--- config.mk ---
export PLATFORM = sky130hd
export DESIGN_NAME = bdm_ctrl
export DESIGN_NICKNAME = d
export VERILOG_FILES = /design/src/shared/bdm_pkg.sv /design/src/bdm_ctrl.sv
export VERILOG_INCLUDE_DIRS = /design/src /design/src/shared
export SDC_FILE = /design/constraint.sdc
export NUM_CORES = 1
export LEC_CHECK = 0
export ABC_AREA = 1
export ABC_CLOCK_PERIOD_IN_PS = 2250
export BUFFER_PORTS_ARGS = -buffer_cell sky130_fd_sc_hd__clkbuf_2
export CORE_ASPECT_RATIO = 0.9
export CORE_UTILIZATION = 59
export CTS_CLUSTER_DIAMETER = 150
export DETAILED_ROUTE_END_ITERATION = 16
export PLACE_DENSITY_LB_ADDON = 0.12
export SLEW_MARGIN = 15
export SYNTH_ARGS = -nofsm -noshare
export SYNTH_HDL_FRONTEND = slang
export SYNTH_SLANG_ARGS = --single-unit
--- constraint.sdc ---
create_clock -name pclk -period 2.25 [get_ports pclk]
set_clock_uncertainty 0.05 [all_clocks]
set_input_delay 0.1125 -clock pclk [delete_from_list [all_inputs] [get_ports pclk]]
set_output_delay 0.1125 -clock pclk [all_outputs]
set_load 0.05 [all_outputs]
--- src/shared/bdm_cfg.svh ---
// Purpose: constants of the debug memory access block
// Assumes: 32-bit apb data, one aligned word per register
// Notes:   definitions only
`ifndef BDM_CFG_SVH
`define BDM_CFG_SVH
`define BDM_AW         8
`define BDM_DW         16
`define BDM_CW         8
`define BDM_SELW       8
`define BDM_OFF_CTRL   12'h000
`define BDM_OFF_STAT   12'h004
`define BDM_OFF_ADDRA  12'h008
`define BDM_OFF_ADDRB  12'h00C
`define BDM_OFF_EXP    12'h010
`define BDM_OFF_WDAT   12'h014
`define BDM_OFF_CSTART 12'h018
`define BDM_OFF_CEND   12'h01C
`define BDM_OFF_CHAIN  12'h020
`define BDM_OFF_CMD    12'h024
`define BDM_OFF_WADDR  12'h028
`define BDM_CMD_INIT   0
`define BDM_CMD_EXEC   1
`define BDM_CMD_CAP    2
`define BDM_RST_ADDR   8'h00
`define BDM_RST_DATA   16'h0000
`define BDM_RST_CNT    8'h00
`endif

--- src/shared/bdm_pkg.sv ---
// Purpose: types of the debug memory access block
// Assumes: widths from bdm_cfg.svh
// Notes:   no constants beyond the types
`include "bdm_cfg.svh"
package bdm_pkg;
  typedef struct packed {
    logic [`BDM_SELW-1:0] sel;
    logic                 addr_pat;
    logic                 use_b;
    logic                 multi;
    logic                 op_write;
    logic                 skip_init;
  } bdm_ctrl_t;

  typedef struct packed {
    logic                 we;
    logic [`BDM_AW-1:0]   addr;
    logic [`BDM_DW-1:0]   wdata;
  } bdm_mem_req_t;

  typedef enum logic [2:0] {
    ST_IDLE, ST_ACC, ST_WAIT, ST_CMP, ST_DONE
  } bdm_state_t;
endpackage : bdm_pkg

--- src/bdm_ctrl.sv ---
// Purpose: debug read/write of memories through the self-test controller
// Assumes: memories answer reads one cycle after the request flops
// Notes:   apb slave, no wait state on any access
//
// Summary of operation
// - disable a memory whose address range the step address exceeds.
// - out-of-range judged from step address range, not the selected memory.
// - algorithm may start from address loaded in register A or B, chosen by use_b.
// - skip-init bit or input keeps loaded address over algorithm defaults.
// - debug algorithms are built in; none downloaded here.
// - status chain mode shifts only the selected memory's status register.
// - status chain shifting leaves controller state untouched unless multi is set.
// - zero expected data leaves read content in status or signature.
// - mismatch clears pass flag and shows in status and signature.
// - read algorithm does one read then advances address by one.
// - defaults are address A zero and expected data zero.
// - init pass configures controller but does not run the algorithm.
// - exec pass runs programmed algorithm without reconfiguration.
// - init pass takes override start values for addresses, data, counter.
// - multi-memory shift-out destroys state; re-init needed before exec.
// - write one or many locations with run-time data pattern.
// - multi-location writes walk addresses; data may follow address.
// - expected and write data registers share one width.
`timescale 1ns/1ps
`include "bdm_cfg.svh"
module bdm_ctrl #(
  parameter int                 NMEM     = 4,
  parameter logic [NMEM*`BDM_AW-1:0] MEM_LAST = '1,
  parameter logic [NMEM-1:0]    IS_ROM   = '0
) (
  input  wire logic                 pclk,
  input  wire logic                 presetn,
  input  wire logic                 psel,
  input  wire logic                 penable,
  input  wire logic                 pwrite,
  input  wire logic [11:0]          paddr,
  input  wire logic [31:0]          pwdata,
  output logic      [31:0]          prdata,
  output logic                      pready,
  output logic                      pslverr,
  input  wire logic                 skip_init_in,
  output logic      [NMEM-1:0]      mem_en,
  output bdm_pkg::bdm_mem_req_t     mem_req,
  input  wire logic [NMEM*`BDM_DW-1:0] mem_rdata,
  output logic                      pass_flag
);
  localparam int AW = `BDM_AW;
  localparam int DW = `BDM_DW;
  localparam int CW = `BDM_CW;

  bdm_pkg::bdm_ctrl_t  ctrl_reg;
  bdm_pkg::bdm_state_t state_reg;
  logic [AW-1:0] seta_reg, setb_reg, adra_reg, adrb_reg;
  logic [DW-1:0] sexp_reg, swd_reg, exp_reg, wd_reg;
  logic [CW-1:0] scnt_reg, cend_reg, cnt_reg;
  logic [DW-1:0] chain_reg;
  logic [DW-1:0] stat_reg [NMEM];
  logic          skip_reg, reinit_reg, done_reg, fail_reg;
  // enables of the access just made: mem_en has already dropped in CMP
  logic [NMEM-1:0] hit_reg;
  logic [1:0]    skip_sync_reg;
  logic          ready_reg;
  logic [31:0]   rdata_reg;

  // apb decode
  wire acc_go = psel & penable & ready_reg;
  wire wr_go  = acc_go & pwrite;
  wire rd_go  = acc_go & ~pwrite;
  wire hit_ctrl  = paddr == `BDM_OFF_CTRL;
  wire hit_stat  = paddr == `BDM_OFF_STAT;
  wire hit_addra = paddr == `BDM_OFF_ADDRA;
  wire hit_addrb = paddr == `BDM_OFF_ADDRB;
  wire hit_exp   = paddr == `BDM_OFF_EXP;
  wire hit_wdat  = paddr == `BDM_OFF_WDAT;
  wire hit_cst   = paddr == `BDM_OFF_CSTART;
  wire hit_cend  = paddr == `BDM_OFF_CEND;
  wire hit_chain = paddr == `BDM_OFF_CHAIN;
  wire hit_cmd   = paddr == `BDM_OFF_CMD;
  wire hit_waddr = paddr == `BDM_OFF_WADDR;
  wire hit_any   = hit_ctrl | hit_stat | hit_addra | hit_addrb | hit_exp
                 | hit_wdat | hit_cst | hit_cend | hit_chain | hit_cmd
                 | hit_waddr;
  wire idle      = state_reg == bdm_pkg::ST_IDLE;
  wire cmd_wr    = wr_go & hit_cmd;
  // commands are ignored while an algorithm runs
  wire do_init   = cmd_wr & pwdata[`BDM_CMD_INIT] & idle;
  wire do_exec   = cmd_wr & pwdata[`BDM_CMD_EXEC] & idle
                 & ~pwdata[`BDM_CMD_INIT] & ~reinit_reg;
  wire do_cap    = cmd_wr & pwdata[`BDM_CMD_CAP] & idle;
  wire do_shift  = wr_go & hit_chain & idle;
  wire skip_now  = ctrl_reg.skip_init | skip_sync_reg[1];

  // selected memory index
  logic [$clog2(NMEM)-1:0] sel_idx;
  assign sel_idx = ctrl_reg.sel[$clog2(NMEM)-1:0];

  // working address and data pattern
  wire [AW-1:0] cur_addr = ctrl_reg.use_b ? adrb_reg : adra_reg;
  wire [DW-1:0] addr_pat = DW'(cur_addr);
  wire [DW-1:0] wr_val   = ctrl_reg.addr_pat ? (wd_reg ^ addr_pat)
                                              : wd_reg;
  wire          cnt_last = cnt_reg == cend_reg;

  // per-memory enable and compare
  logic [NMEM-1:0] en_next, miss;
  logic [DW-1:0]   diff [NMEM];
  genvar g;
  generate
    for (g = 0; g < NMEM; g++) begin : g_mem
      // step address range, not selection, decides the cut
      assign en_next[g] = (ctrl_reg.multi | (sel_idx == g))
                        & (cur_addr <= MEM_LAST[g*AW +: AW]);
      assign diff[g] = mem_rdata[g*DW +: DW] ^ exp_reg;
      assign miss[g] = hit_reg[g] & ~mem_req.we & (diff[g] != '0);
      always_ff @(posedge pclk or negedge presetn) begin
        if (!presetn) begin
          stat_reg[g] <= `BDM_RST_DATA;
        end else if (do_init) begin
          stat_reg[g] <= `BDM_RST_DATA;
        end else if (state_reg == bdm_pkg::ST_CMP && hit_reg[g]
                     && !mem_req.we) begin
          // rom keeps a rotating signature, ram the raw difference
          stat_reg[g] <= IS_ROM[g]
                       ? ({stat_reg[g][DW-2:0], stat_reg[g][DW-1]}
                          ^ diff[g])
                       : diff[g];
        end
      end
    end
  endgenerate

  wire cmp_fail = (state_reg == bdm_pkg::ST_CMP) & (miss != '0);

  // input pin synchroniser
  always_ff @(posedge pclk or negedge presetn) begin
    if (!presetn) begin
      skip_sync_reg <= 2'b00;
    end else begin
      skip_sync_reg <= {skip_sync_reg[0], skip_init_in};
    end
  end

  // apb handshake: no wait state
  always_ff @(posedge pclk or negedge presetn) begin
    if (!presetn) begin
      ready_reg <= 1'b0;
      pready    <= 1'b0;
      pslverr   <= 1'b0;
      prdata    <= 32'h0000_0000;
    end else begin
      ready_reg <= psel & ~penable & ~ready_reg;
      pready    <= psel & ~penable & ~ready_reg;
      pslverr   <= psel & ~penable & ~ready_reg & ~hit_any;
      prdata    <= rdata_reg;
    end
  end

  // setup values written by software
  always_ff @(posedge pclk or negedge presetn) begin
    if (!presetn) begin
      ctrl_reg <= '0;
      seta_reg <= `BDM_RST_ADDR;
      setb_reg <= `BDM_RST_ADDR;
      sexp_reg <= `BDM_RST_DATA;
      swd_reg  <= `BDM_RST_DATA;
      scnt_reg <= `BDM_RST_CNT;
      cend_reg <= `BDM_RST_CNT;
    end else if (wr_go && idle) begin
      if (hit_ctrl) begin
        ctrl_reg <= pwdata[$bits(bdm_pkg::bdm_ctrl_t)-1:0];
      end else if (hit_addra) begin
        seta_reg <= pwdata[AW-1:0];
      end else if (hit_addrb) begin
        setb_reg <= pwdata[AW-1:0];
      end else if (hit_exp) begin
        sexp_reg <= pwdata[DW-1:0];
      end else if (hit_wdat) begin
        swd_reg  <= pwdata[DW-1:0];
      end else if (hit_cst) begin
        scnt_reg <= pwdata[CW-1:0];
      end else if (hit_cend) begin
        cend_reg <= pwdata[CW-1:0];
      end
    end
  end

  // controller state
  always_ff @(posedge pclk or negedge presetn) begin
    if (!presetn) begin
      state_reg  <= bdm_pkg::ST_IDLE;
      adra_reg   <= `BDM_RST_ADDR;
      adrb_reg   <= `BDM_RST_ADDR;
      exp_reg    <= `BDM_RST_DATA;
      wd_reg     <= `BDM_RST_DATA;
      cnt_reg    <= `BDM_RST_CNT;
      skip_reg   <= 1'b0;
      reinit_reg <= 1'b1;
      done_reg   <= 1'b0;
      fail_reg   <= 1'b0;
      pass_flag  <= 1'b1;
      mem_en     <= '0;
      hit_reg    <= '0;
      mem_req    <= '0;
      chain_reg  <= `BDM_RST_DATA;
    end else begin
      case (state_reg)
        bdm_pkg::ST_IDLE: begin
          if (do_init) begin
            // load overrides only; nothing runs
            adra_reg   <= seta_reg;
            adrb_reg   <= setb_reg;
            exp_reg    <= sexp_reg;
            wd_reg     <= swd_reg;
            cnt_reg    <= scnt_reg;
            reinit_reg <= 1'b0;
            done_reg   <= 1'b0;
            fail_reg   <= 1'b0;
            pass_flag  <= 1'b1;
          end else if (do_exec) begin
            skip_reg  <= skip_now;
            if (!skip_now) begin
              adra_reg <= `BDM_RST_ADDR;
              exp_reg  <= `BDM_RST_DATA;
            end
            done_reg  <= 1'b0;
            state_reg <= bdm_pkg::ST_ACC;
          end else if (do_cap) begin
            chain_reg <= stat_reg[sel_idx];
          end else if (do_shift) begin
            chain_reg <= {pwdata[0], chain_reg[DW-1:1]};
            if (ctrl_reg.multi) begin
              // shared chain: shifting wrecks the working state
              adra_reg   <= `BDM_RST_ADDR;
              adrb_reg   <= `BDM_RST_ADDR;
              cnt_reg    <= `BDM_RST_CNT;
              reinit_reg <= 1'b1;
            end
          end
        end
        bdm_pkg::ST_ACC: begin
          mem_en        <= en_next;
          mem_req.we    <= ctrl_reg.op_write;
          mem_req.addr  <= cur_addr;
          mem_req.wdata <= wr_val;
          state_reg     <= bdm_pkg::ST_WAIT;
        end
        bdm_pkg::ST_WAIT: begin
          mem_en    <= '0;
          hit_reg   <= mem_en;
          state_reg <= bdm_pkg::ST_CMP;
        end
        bdm_pkg::ST_CMP: begin
          mem_req.we <= 1'b0;
          if (cmp_fail) begin
            fail_reg  <= 1'b1;
            pass_flag <= 1'b0;
          end
          // advance so the next exec reads the next word when use_b or skip-init is set
          if (ctrl_reg.use_b) begin
            adrb_reg <= adrb_reg + 1'b1;
          end else begin
            adra_reg <= adra_reg + 1'b1;
          end
          if (cnt_last) begin
            state_reg <= bdm_pkg::ST_DONE;
          end else begin
            cnt_reg   <= cnt_reg + 1'b1;
            state_reg <= bdm_pkg::ST_ACC;
          end
        end
        bdm_pkg::ST_DONE: begin
          // counter reloads so a repeated exec runs the same count
          cnt_reg   <= scnt_reg;
          done_reg  <= 1'b1;
          state_reg <= bdm_pkg::ST_IDLE;
        end
        default: begin
          state_reg <= bdm_pkg::ST_IDLE;
        end
      endcase
    end
  end

  // read mux
  always_comb begin
    rdata_reg = 32'h0000_0000;
    if (hit_ctrl) begin
      rdata_reg = 32'(ctrl_reg);
    end else if (hit_stat) begin
      rdata_reg = {26'h000_0000, skip_reg, reinit_reg, fail_reg,
                   pass_flag, done_reg, ~idle};
    end else if (hit_addra) begin
      rdata_reg = 32'(seta_reg);
    end else if (hit_addrb) begin
      rdata_reg = 32'(setb_reg);
    end else if (hit_exp) begin
      rdata_reg = 32'(sexp_reg);
    end else if (hit_wdat) begin
      rdata_reg = 32'(swd_reg);
    end else if (hit_cst) begin
      rdata_reg = 32'(scnt_reg);
    end else if (hit_cend) begin
      rdata_reg = 32'(cend_reg);
    end else if (hit_chain) begin
      rdata_reg = 32'(chain_reg);
    end else if (hit_waddr) begin
      rdata_reg = {16'h0000, 8'(adrb_reg), 8'(adra_reg)};
    end
  end
  wire unused_rd = rd_go;
endmodule : bdm_ctrl
After elaboration in Yosys (flattened, before gate mapping)
Cells that the tools add are included.
{ "classes": {"multipliers": 0, "mux": 63, "n_div": 0, "reduce_logical": 49, "shift": 0, "n_addsub": 3, "bitwise_logic": 66, "n_eq_ne": 37, "order_cmp": 2} }
{ "op_table": {"columns": ["op", "n"], "rows": [
  ["$mux W16", 26],
  ["$mux W8", 13],
  ["$reduce_bool A16 Y1", 4],
  ["$xor A16 B16 Y16", 4],
  ["$eq A12 B5 Y1 const B", 4],
  ["$eq A12 B6 Y1 const B", 3],
  ["$bmux W16 S2", 1],
  ["$pmux W8 S2", 2],
  ["$and A1 B1 Y1", 30],
  ["$add A8 B1 Y8 const B", 3],
  ["$eq A12 B4 Y1 const B", 2],
  ["$pmux W8 S3", 1],
  ["$reduce_and A6 Y1", 4],
  ["$reduce_bool A2 Y1", 12],
  ["$ne A2 B2 Y1 const B", 8],
  ["$xor A16 B8 Y16", 1],
  ["$not A1 Y1", 15],
  ["$or A1 B1 Y1", 15],
  ["$eq A12 B3 Y1 const B", 1],
  ["$logic_not A12 Y1", 1],
  ["$pmux W3 S4", 1],
  ["$reduce_and A3 Y1", 4],
  ["$mux W1", 11],
  ["$reduce_and A5 Y1", 2],
  ["other kinds (29)", 52]
]} }
{ "word_totals": {"latchBits": 0, "mem_bits_rw": 0, "rom_bits": 0, "inputBits": 114, "n_memories": 0, "word_cells": 257, "regBits": 290} }

Longest topological paths before layout
Gate-level depths: netlist of the first run.
{ "logic_depth": {"depth_word": 13, "depth_mapped": 15, "ltp_nobuf": 14} }

Worst setup path after synthesis of the first run
Ideal clock, no wire load.
{ "synth_timing": {"path_kind": "register to register", "from": "reg ready_reg", "to": "reg adra_reg[5]", "setup_ns": 0.121, "path_buffers": 1, "period_less_slack_ns": 2.189, "t_arrival_ns": 2.018, "path_slack_ns": 0.061, "stages_incl_launch_ff": 11, "path_cell_list": "dfrtp_1 > nand4_1 > nor2_8 > inv_4 > nor2_2 > a21oi_2 > a21oi_2 > nand2_2 > buf_6 > nand2_1 > o21ai_2"} }
{ "synth_between": {"elab_chain_cells": 10} }
{ "synth_rtl": {"columns": ["element", "line", "text"], "rows": [
  ["start, declared", "bdm_ctrl.sv:62", "logic ready_reg;"],
  ["start signal, assigned", "bdm_ctrl.sv:151", "ready_reg <= psel & ~penable & ~ready_reg;"],
  ["$and A1 B1 Y1 *", "bdm_ctrl.sv:66", "wire acc_go = psel & penable & ready_reg;"],
  ["$and A1 B1 Y1 *", "bdm_ctrl.sv:67", "wire wr_go = acc_go & pwrite;"],
  ["$and A1 B1 Y1", "bdm_ctrl.sv:84", "wire cmd_wr = wr_go & hit_cmd;"],
  ["$and A1 B1 Y1 (4 in series)", "bdm_ctrl.sv:87", "wire do_exec = cmd_wr & pwdata[`BDM_CMD_EXEC] & idle"],
  ["$mux W8", "bdm_ctrl.sv:219", "end else if (do_exec) begin"],
  ["$mux W8", "bdm_ctrl.sv:208", "if (do_init) begin"],
  ["$pmux W8 S2", "bdm_ctrl.sv:206", "case (state_reg)"],
  ["end signal, assigned", "bdm_ctrl.sv:210", "adra_reg <= seta_reg;"],
  ["end signal, assigned", "bdm_ctrl.sv:222", "adra_reg <= `BDM_RST_ADDR;"],
  ["end signal, assigned", "bdm_ctrl.sv:233", "adra_reg <= `BDM_RST_ADDR;"],
  ["end, declared", "bdm_ctrl.sv:53", "logic [AW-1:0] seta_reg, setb_reg, adra_reg, adrb_reg;"]
]} }
Every way passes the cells marked *; elsewhere a longest branch is shown, timed or not.
A chain may end at the register's enable or synchronous reset.

Worst setup path in the final report of the first run
{ "layout_timing": {"from": "reg ready_reg", "to": "reg cnt_reg[3]"} }
{ "layout_between": {"elab_chain_cells": 9} }
{ "layout_rtl": {"columns": ["element", "line", "text"], "rows": [
  ["$and A1 B1 Y1 *", "bdm_ctrl.sv:66", null],
  ["$and A1 B1 Y1 *", "bdm_ctrl.sv:67", null],
  ["$and A1 B1 Y1", "bdm_ctrl.sv:84", null],
  ["$and A1 B1 Y1 (4 in series)", "bdm_ctrl.sv:87", null],
  ["$ne A3 B3 Y1 (no source line)", null, null],
  ["$reduce_and A6 Y1 (no source line)", null, null],
  ["end signal, assigned", "bdm_ctrl.sv:195", "cnt_reg <= `BDM_RST_CNT;"],
  ["end signal, assigned", "bdm_ctrl.sv:214", "cnt_reg <= scnt_reg;"],
  ["end signal, assigned", "bdm_ctrl.sv:235", "cnt_reg <= `BDM_RST_CNT;"],
  ["end, declared", "bdm_ctrl.sv:55", "logic [CW-1:0] scnt_reg, cend_reg, cnt_reg;"]
]} }
Marks and branches as above.

==> impl_metrics.yaml, run 1 <==
status:
  status: "finished clean"
min_path:
  holdCritStartpoint: "pwdata[3]"
  hold_class: "primary input to flip-flop"
  whs_path_depth: 3
  holdPathEnd: "seta_reg[3]$_DFFE_PN0P_"
routing:
  wl_met2_um: 19400
  highest_layer: "met5"
  drt-initial-drc-count: 1238
  wl_per_cell_um: 19.08
  drt_first_pass_iters: 9
  final_antenna_net_count: 0
  wirelength_um: 44320
  dr_total_vias: 12990
  drc: 0
  via_per_inst: 5.590
  met1_length_um: 19020
  dr_wl_met3_um: 4532
die:
  die_h_um: 147.9
  dieArea_sq_um: 24270
  die_w_um: 164.1
  rows: 53
  start_util_pct: 59.94
  top_level_ports: 178
  core-area_sq_um: 23280
placed_design:
  placed_area_sq_um: 15120
  place.gp.congestion: 0.9838
  portBuffers: 145
  dp.cells: 2187
  hpwl_um: 31860
  pre_cts_ws_ns: 0.1284
sta:
  holdWs_ns: 0.03467
  slew_headroom_pct: 55.08
  final_hold_viol_count: 0
  timing.final.crit_share_pct: 94.69
  worst-slew-pin-transition_ns: 0.6737
  setup_violations: 0
  final.min_clock_period_ns: 2.131
  setup_tns_ns: 0
  max_freq_ghz: 0.4694
  setup_ws_ns: 0.1195
  rsz0062_at_grt: "yes"
  slew_violations: 0
synthesis:
  synth_top_area_share_pct: 48.79
  yosysMostFrequentCell: "nand2_1"
  synth_commonest_cells: "nand2_1, dfrtp_1, inv_1, o21ai_0, nor2_1"
  synth_area_sq_um: 13950
  synth_warnings: 0
  ys.flop_type: "dfrtp_1"
  synth-edff-count: 0
  synth.avg_cell_area_sq_um: 7.922
  synthArstFlopShare_pct: 100.0
  ys_seq_area_share_pct: 49.17
  netlist.top_cell.by_area: "dfrtp_1"
  synthTopCellsByArea: "dfrtp_1, nand2_1, o21ai_0"
  ys_seq_elements: 274
  synth_cell_types: 50
  netlist_instances: 1761
layout:
  drive_gt1_share_pct: 15.21
  area_growth_pct: 21.79
  final_nets: 2114
  stdcell_area_sq_um: 16990
  largest_register_ffs: 64
  fin_util_pct: 73.00
  final_cells: 2323
global_routing:
  grt_max_degree: 77
  globalRouteTotalUtil_pct: 37.21
  antenna_found_initial: 3
  gr-total-overflow: 0
  grt_pass1_vias: 12220
  grt_pass1_wl_um: 67810
setup_path:
  cp_max_fo: 11
  cpPeakStageDelay_ns: 0.38
  crit_path_start: "ready_reg$_DFF_PN0_"
  rr_worst_depth: 9
  cp_cell_sequence: "nand4_1 -> nor2_1 -> nand3_1 -> nor2_2 -> buf_4 -> nor2_1 -> o21ai_0 -> nand2_1 -> o21ai_0"
  worstPathRequired_ns: 2.66
  timing.rr.end: "cnt_reg[3]$_DFFE_PN0P_"
  start_kind: "flip-flop"
  cp_top_family: "simple AND/OR/NAND/NOR gates"
  cp_slowest_cell: "dfrtp_1"
  crit_buf_inv: 1
  cp_data_arrival_time_ns: 2.54
  r2r_slack_ns: 0.12
  endpoint_kind: "flip-flop"
  critPathKind: "flip-flop to flip-flop"
  timing.rr.start: "ready_reg$_DFF_PN0_"
power_and_ir_drop:
  power_mw: 10.69
  p_leak_nw: 8.326
  peakVddDrop_mv: 0.6421
  p_per_area_nw_per_um2: 629.4
clocking:
  cts_root_buf: "clkbuf_16"
  clk_latency_ns: 0.55
  clkTransAtPathRegs_ns: 0.08
  htreeDepth: 1
  cts_buffer_depth: 3
  cts_buffers: 28
  clock-sinks: 274
  cts_tree: "yes"
run:
  maxCapViolations: 0
==> cell usage in the layout, fill, tap and decap left out, drive strengths merged, types with 11 or more instances in the layout <==
cell / count
buf: 54
nor3: 20
conb: 16
clkbuf: 178
nand3: 42
o21ai: 244
dfrtp: 272
nor2: 127
inv: 211
xnor2: 19
o221ai: 17
dlygate4sd3: 79
a21oi: 72
o22ai: 27
xor2: 39
clkinv: 11
nand2: 526
a22oi: 16
==> worst min-delay path, stage by stage <==
cell      delay, ns
clkbuf_2       0.07
inv_1          0.20
o21ai_0        0.22
==> area by class of cell <==
class | instances | area (sq um)
Clock inverter | 18 | 226.5
Tap cell | 302 | 377.9
Antenna cell | 2 | 5.005
Timing Repair inverter | 1 | 7.507
Inverter | 214 | 813.3
Sequential cell | 274 | 6859
Timing Repair Buffer | 277 | 1987
Clock buffer | 34 | 784.5
Fill cell | 1781 | 6285
Multi-Input combinational cell | 1201 | 5931
==> power by group <==
group          switching, mW  total [mW]  internal, mW
Clock                   2.02        5.07          3.05
Sequential            0.0213        4.98          4.96
Combinational          0.390       0.639         0.249
==> metal layers <==
layer  up-vias  GRT usage [%]
met2       653          55.04
li1       6091              -
met4         2          11.94
met5         -              0
met1      6136          52.63
met3       103          10.66
==> how the worst max path moves through the flow <==
stage,depth (start not counted),slack [ns],end
2_1_floorplan,10,0.06,adra_reg[5]$_DFFE_PN0P_
3_3_place_gp,11,0.17,adra_reg[6]$_DFFE_PN0P_
3_5_place_dp,9,0.13,cnt_reg[3]$_DFFE_PN0P_
4_1_cts,8,0.05,cnt_reg[3]$_DFFE_PN0P_
5_1_grt,7,-0.003,setb_reg[3]$_DFFE_PN0P_
6_report,9,0.12,cnt_reg[3]$_DFFE_PN0P_
==> logic make-up after synthesis <==
group                      after synthesis  share of synthesized area [%]
other                                    1                        0.02688
muxes                                    4                         0.2870
and+or+nand+nor                        726                          21.72
DFF                                    274                          49.17
buffers and inverters                  301                          8.951
AOI/OAI and AO/OA                      394                          15.94
xor gates and xnor gates                58                          3.641
adders and majority gates                3                         0.2691
==> repair_timing <==
action | CTS | global route
hold buffers | 79 | 0
setup buffers | 0 | 2
setup endpoints to repair | 0 | 28
resized for setup | 0 | 10
endpoints found under the hold margin | 212 | 0
(Power assumes the default switching activity.)
==> run 2: changes to the inputs <==
PLACE_DENSITY_LB_ADDON = 0.15   (was 0.12)
SETUP_SLACK_MARGIN = 0.15   (was default)
==> run 2 against run 1 <==
Worst setup slack better by 0.11 ns. Cell area is 0.74% higher. Non-clock buffer count is 7 higher. Worst hold slack better by 0.0062 ns. Utilization is 0.54 points higher. Sequential share of layout area is 0.29 points lower. Clock power hardly changed.
==> impl_metrics.yaml, run 2 (synthesized netlist as in run 1, its figures left out) <==
clocking:
  cts_buffer_depth: 3
  cts_tree: "yes"
  clk_latency_ns: 0.56
  clkTransAtPathRegs_ns: 0.06
  htreeDepth: 1
  clock-sinks: 274
  cts_buffers: 29
  cts_root_buf: "clkbuf_16"
layout:
  final_cells: 2331
  largest_register_ffs: 64
  antenna_cells: 0
  stdcell_area_sq_um: 17120
  layout_commonest_cell: "nand2_1"
  fin_util_pct: 73.54
  final_nets: 2123
  drive_gt1_share_pct: 15.52
  multi_input_area_sq_um: 5967
  regArea_sq_um: 6860
  fillers: 1752
  layout_common_cells: "nand2_1, dfrtp_1, o21ai_0, inv_1, clkbuf_2"
  area_growth_pct: 22.70
routing:
  drc: 0
  drt_first_pass_iters: 6
  wl_per_cell_um: 19.14
  dr_total_vias: 13220
  wirelength_um: 44610
  via_per_inst: 5.673
  final_antenna_net_count: 0
  drt-initial-drc-count: 1406
die:
  core-area_sq_um: 23280
  die_w_um: 164.1
  top_level_ports: 178
  rows: 53
  dieArea_sq_um: 24270
  start_util_pct: 59.94
  die_h_um: 147.9
status:
  status: "finished clean"
sta:
  timing.final.crit_share_pct: 89.85
  setup_ws_ns: 0.2284
  worst-slew-pin-transition_ns: 0.6356
  setup_tns_ns: 0
  holdWs_ns: 0.04088
  final_hold_viol_count: 0
  final.min_clock_period_ns: 2.022
  rsz0062_at_grt: "yes"
  slew_violations: 0
  slew_headroom_pct: 57.53
  setup_violations: 0
  max_freq_ghz: 0.4947
min_path:
  hold_class: "primary input to flip-flop"
power_and_ir_drop:
  p_per_area_nw_per_um2: 625.0
  power_mw: 10.70
  p_leak_nw: 8.378
  peakVddDrop_mv: 0.6465
placed_design:
  placed_area_sq_um: 15120
  place.gp.congestion: 0.9830
  portBuffers: 145
  dp.cells: 2186
  pre_cts_ws_ns: 0.07031
  hpwl_um: 31510
setup_path:
  r2r_slack_ns: 0.23
  critPathKind: "flip-flop to flip-flop"
  cp_data_arrival_time_ns: 2.39
  start_kind: "flip-flop"
  cp_max_fo: 12
  endpoint_kind: "flip-flop"
  worstPathRequired_ns: 2.62
global_routing:
  gr-total-overflow: 0
  antenna_found_initial: 1
  globalRouteTotalUtil_pct: 36.99
  grt_pass1_wl_um: 67840
  grt_pass1_vias: 12310
  grt_max_degree: 83
run:
  maxCapViolations: 0
run 2: per-layer routing:
layer | part of all wire [%] | wire length, um | vias up | GRT usage, %
met1 | 42 | 18960 | 6261 | 54.44
met5 | 0.018 | 8 | - | 0
met3 | 11 | 4697 | 118 | 7.828
met2 | 44 | 19430 | 739 | 54.83
li1 | - | - | 6103 | -
met4 | 3.4 | 1516 | 2 | 11.02
run 2: area by class of cell:
class	instances	share of cell area [%]
clock inverters	11	0.8260
multi-input cells	1202	34.86
repair inverters	1	0.04386
well taps	302	2.207
repair buffers	284	12.10
flip-flops and latches	274	40.08
inverters	214	4.751
clock buffers	43	5.131
run 2: power breakdown:
group | internal, mW | total, mW | switching (mW)
logic | 0.252 | 0.646 | 0.394
registers | 4.96 | 4.98 | 0.0215
clock network | 3.04 | 5.07 | 2.03
total | 8.25 | 10.7 | 2.44
run 2: repair_timing:
action | CTS | global route
setup endpoints to repair | 8 | 111
setup buffers | 0 | 6
hold endpoints to repair | 389 | 0
resized for setup | 1 | 17
cloned | 0 | 2
pin swaps | 0 | 1
hold buffers | 83 | 0
run 2: critical path: stages (launching register included):
cell	delay [ns]
dfrtp_1	0.43
nor2_4	0.15
nand2_4	0.13
nor2_8	0.16
inv_4	0.08
nor2_1	0.37
nand2_1	0.17
buf_4	0.21
nand2_1	0.06
o21ai_0	0.08
run 2: worst paths after layout:
kind,startpoint,end,cells past startpoint
worst max-delay path,state_reg[1]$_DFFE_PN0P_,scnt_reg[0]$_DFFE_PN0P_,9
min in group asynchronous,presetn,reinit_reg$_DFFE_PN1P_,2
max in group asynchronous,presetn,cnt_reg[6]$_DFFE_PN0P_,3
worst min-delay path,pwdata[2],ctrl_reg[2]$_DFFE_PN0P_,3
worst min register to register,skip_sync_reg[0]$_DFF_PN0_,skip_sync_reg[1]$_DFF_PN0_,0
worst max register to register,state_reg[1]$_DFFE_PN0P_,scnt_reg[0]$_DFFE_PN0P_,9
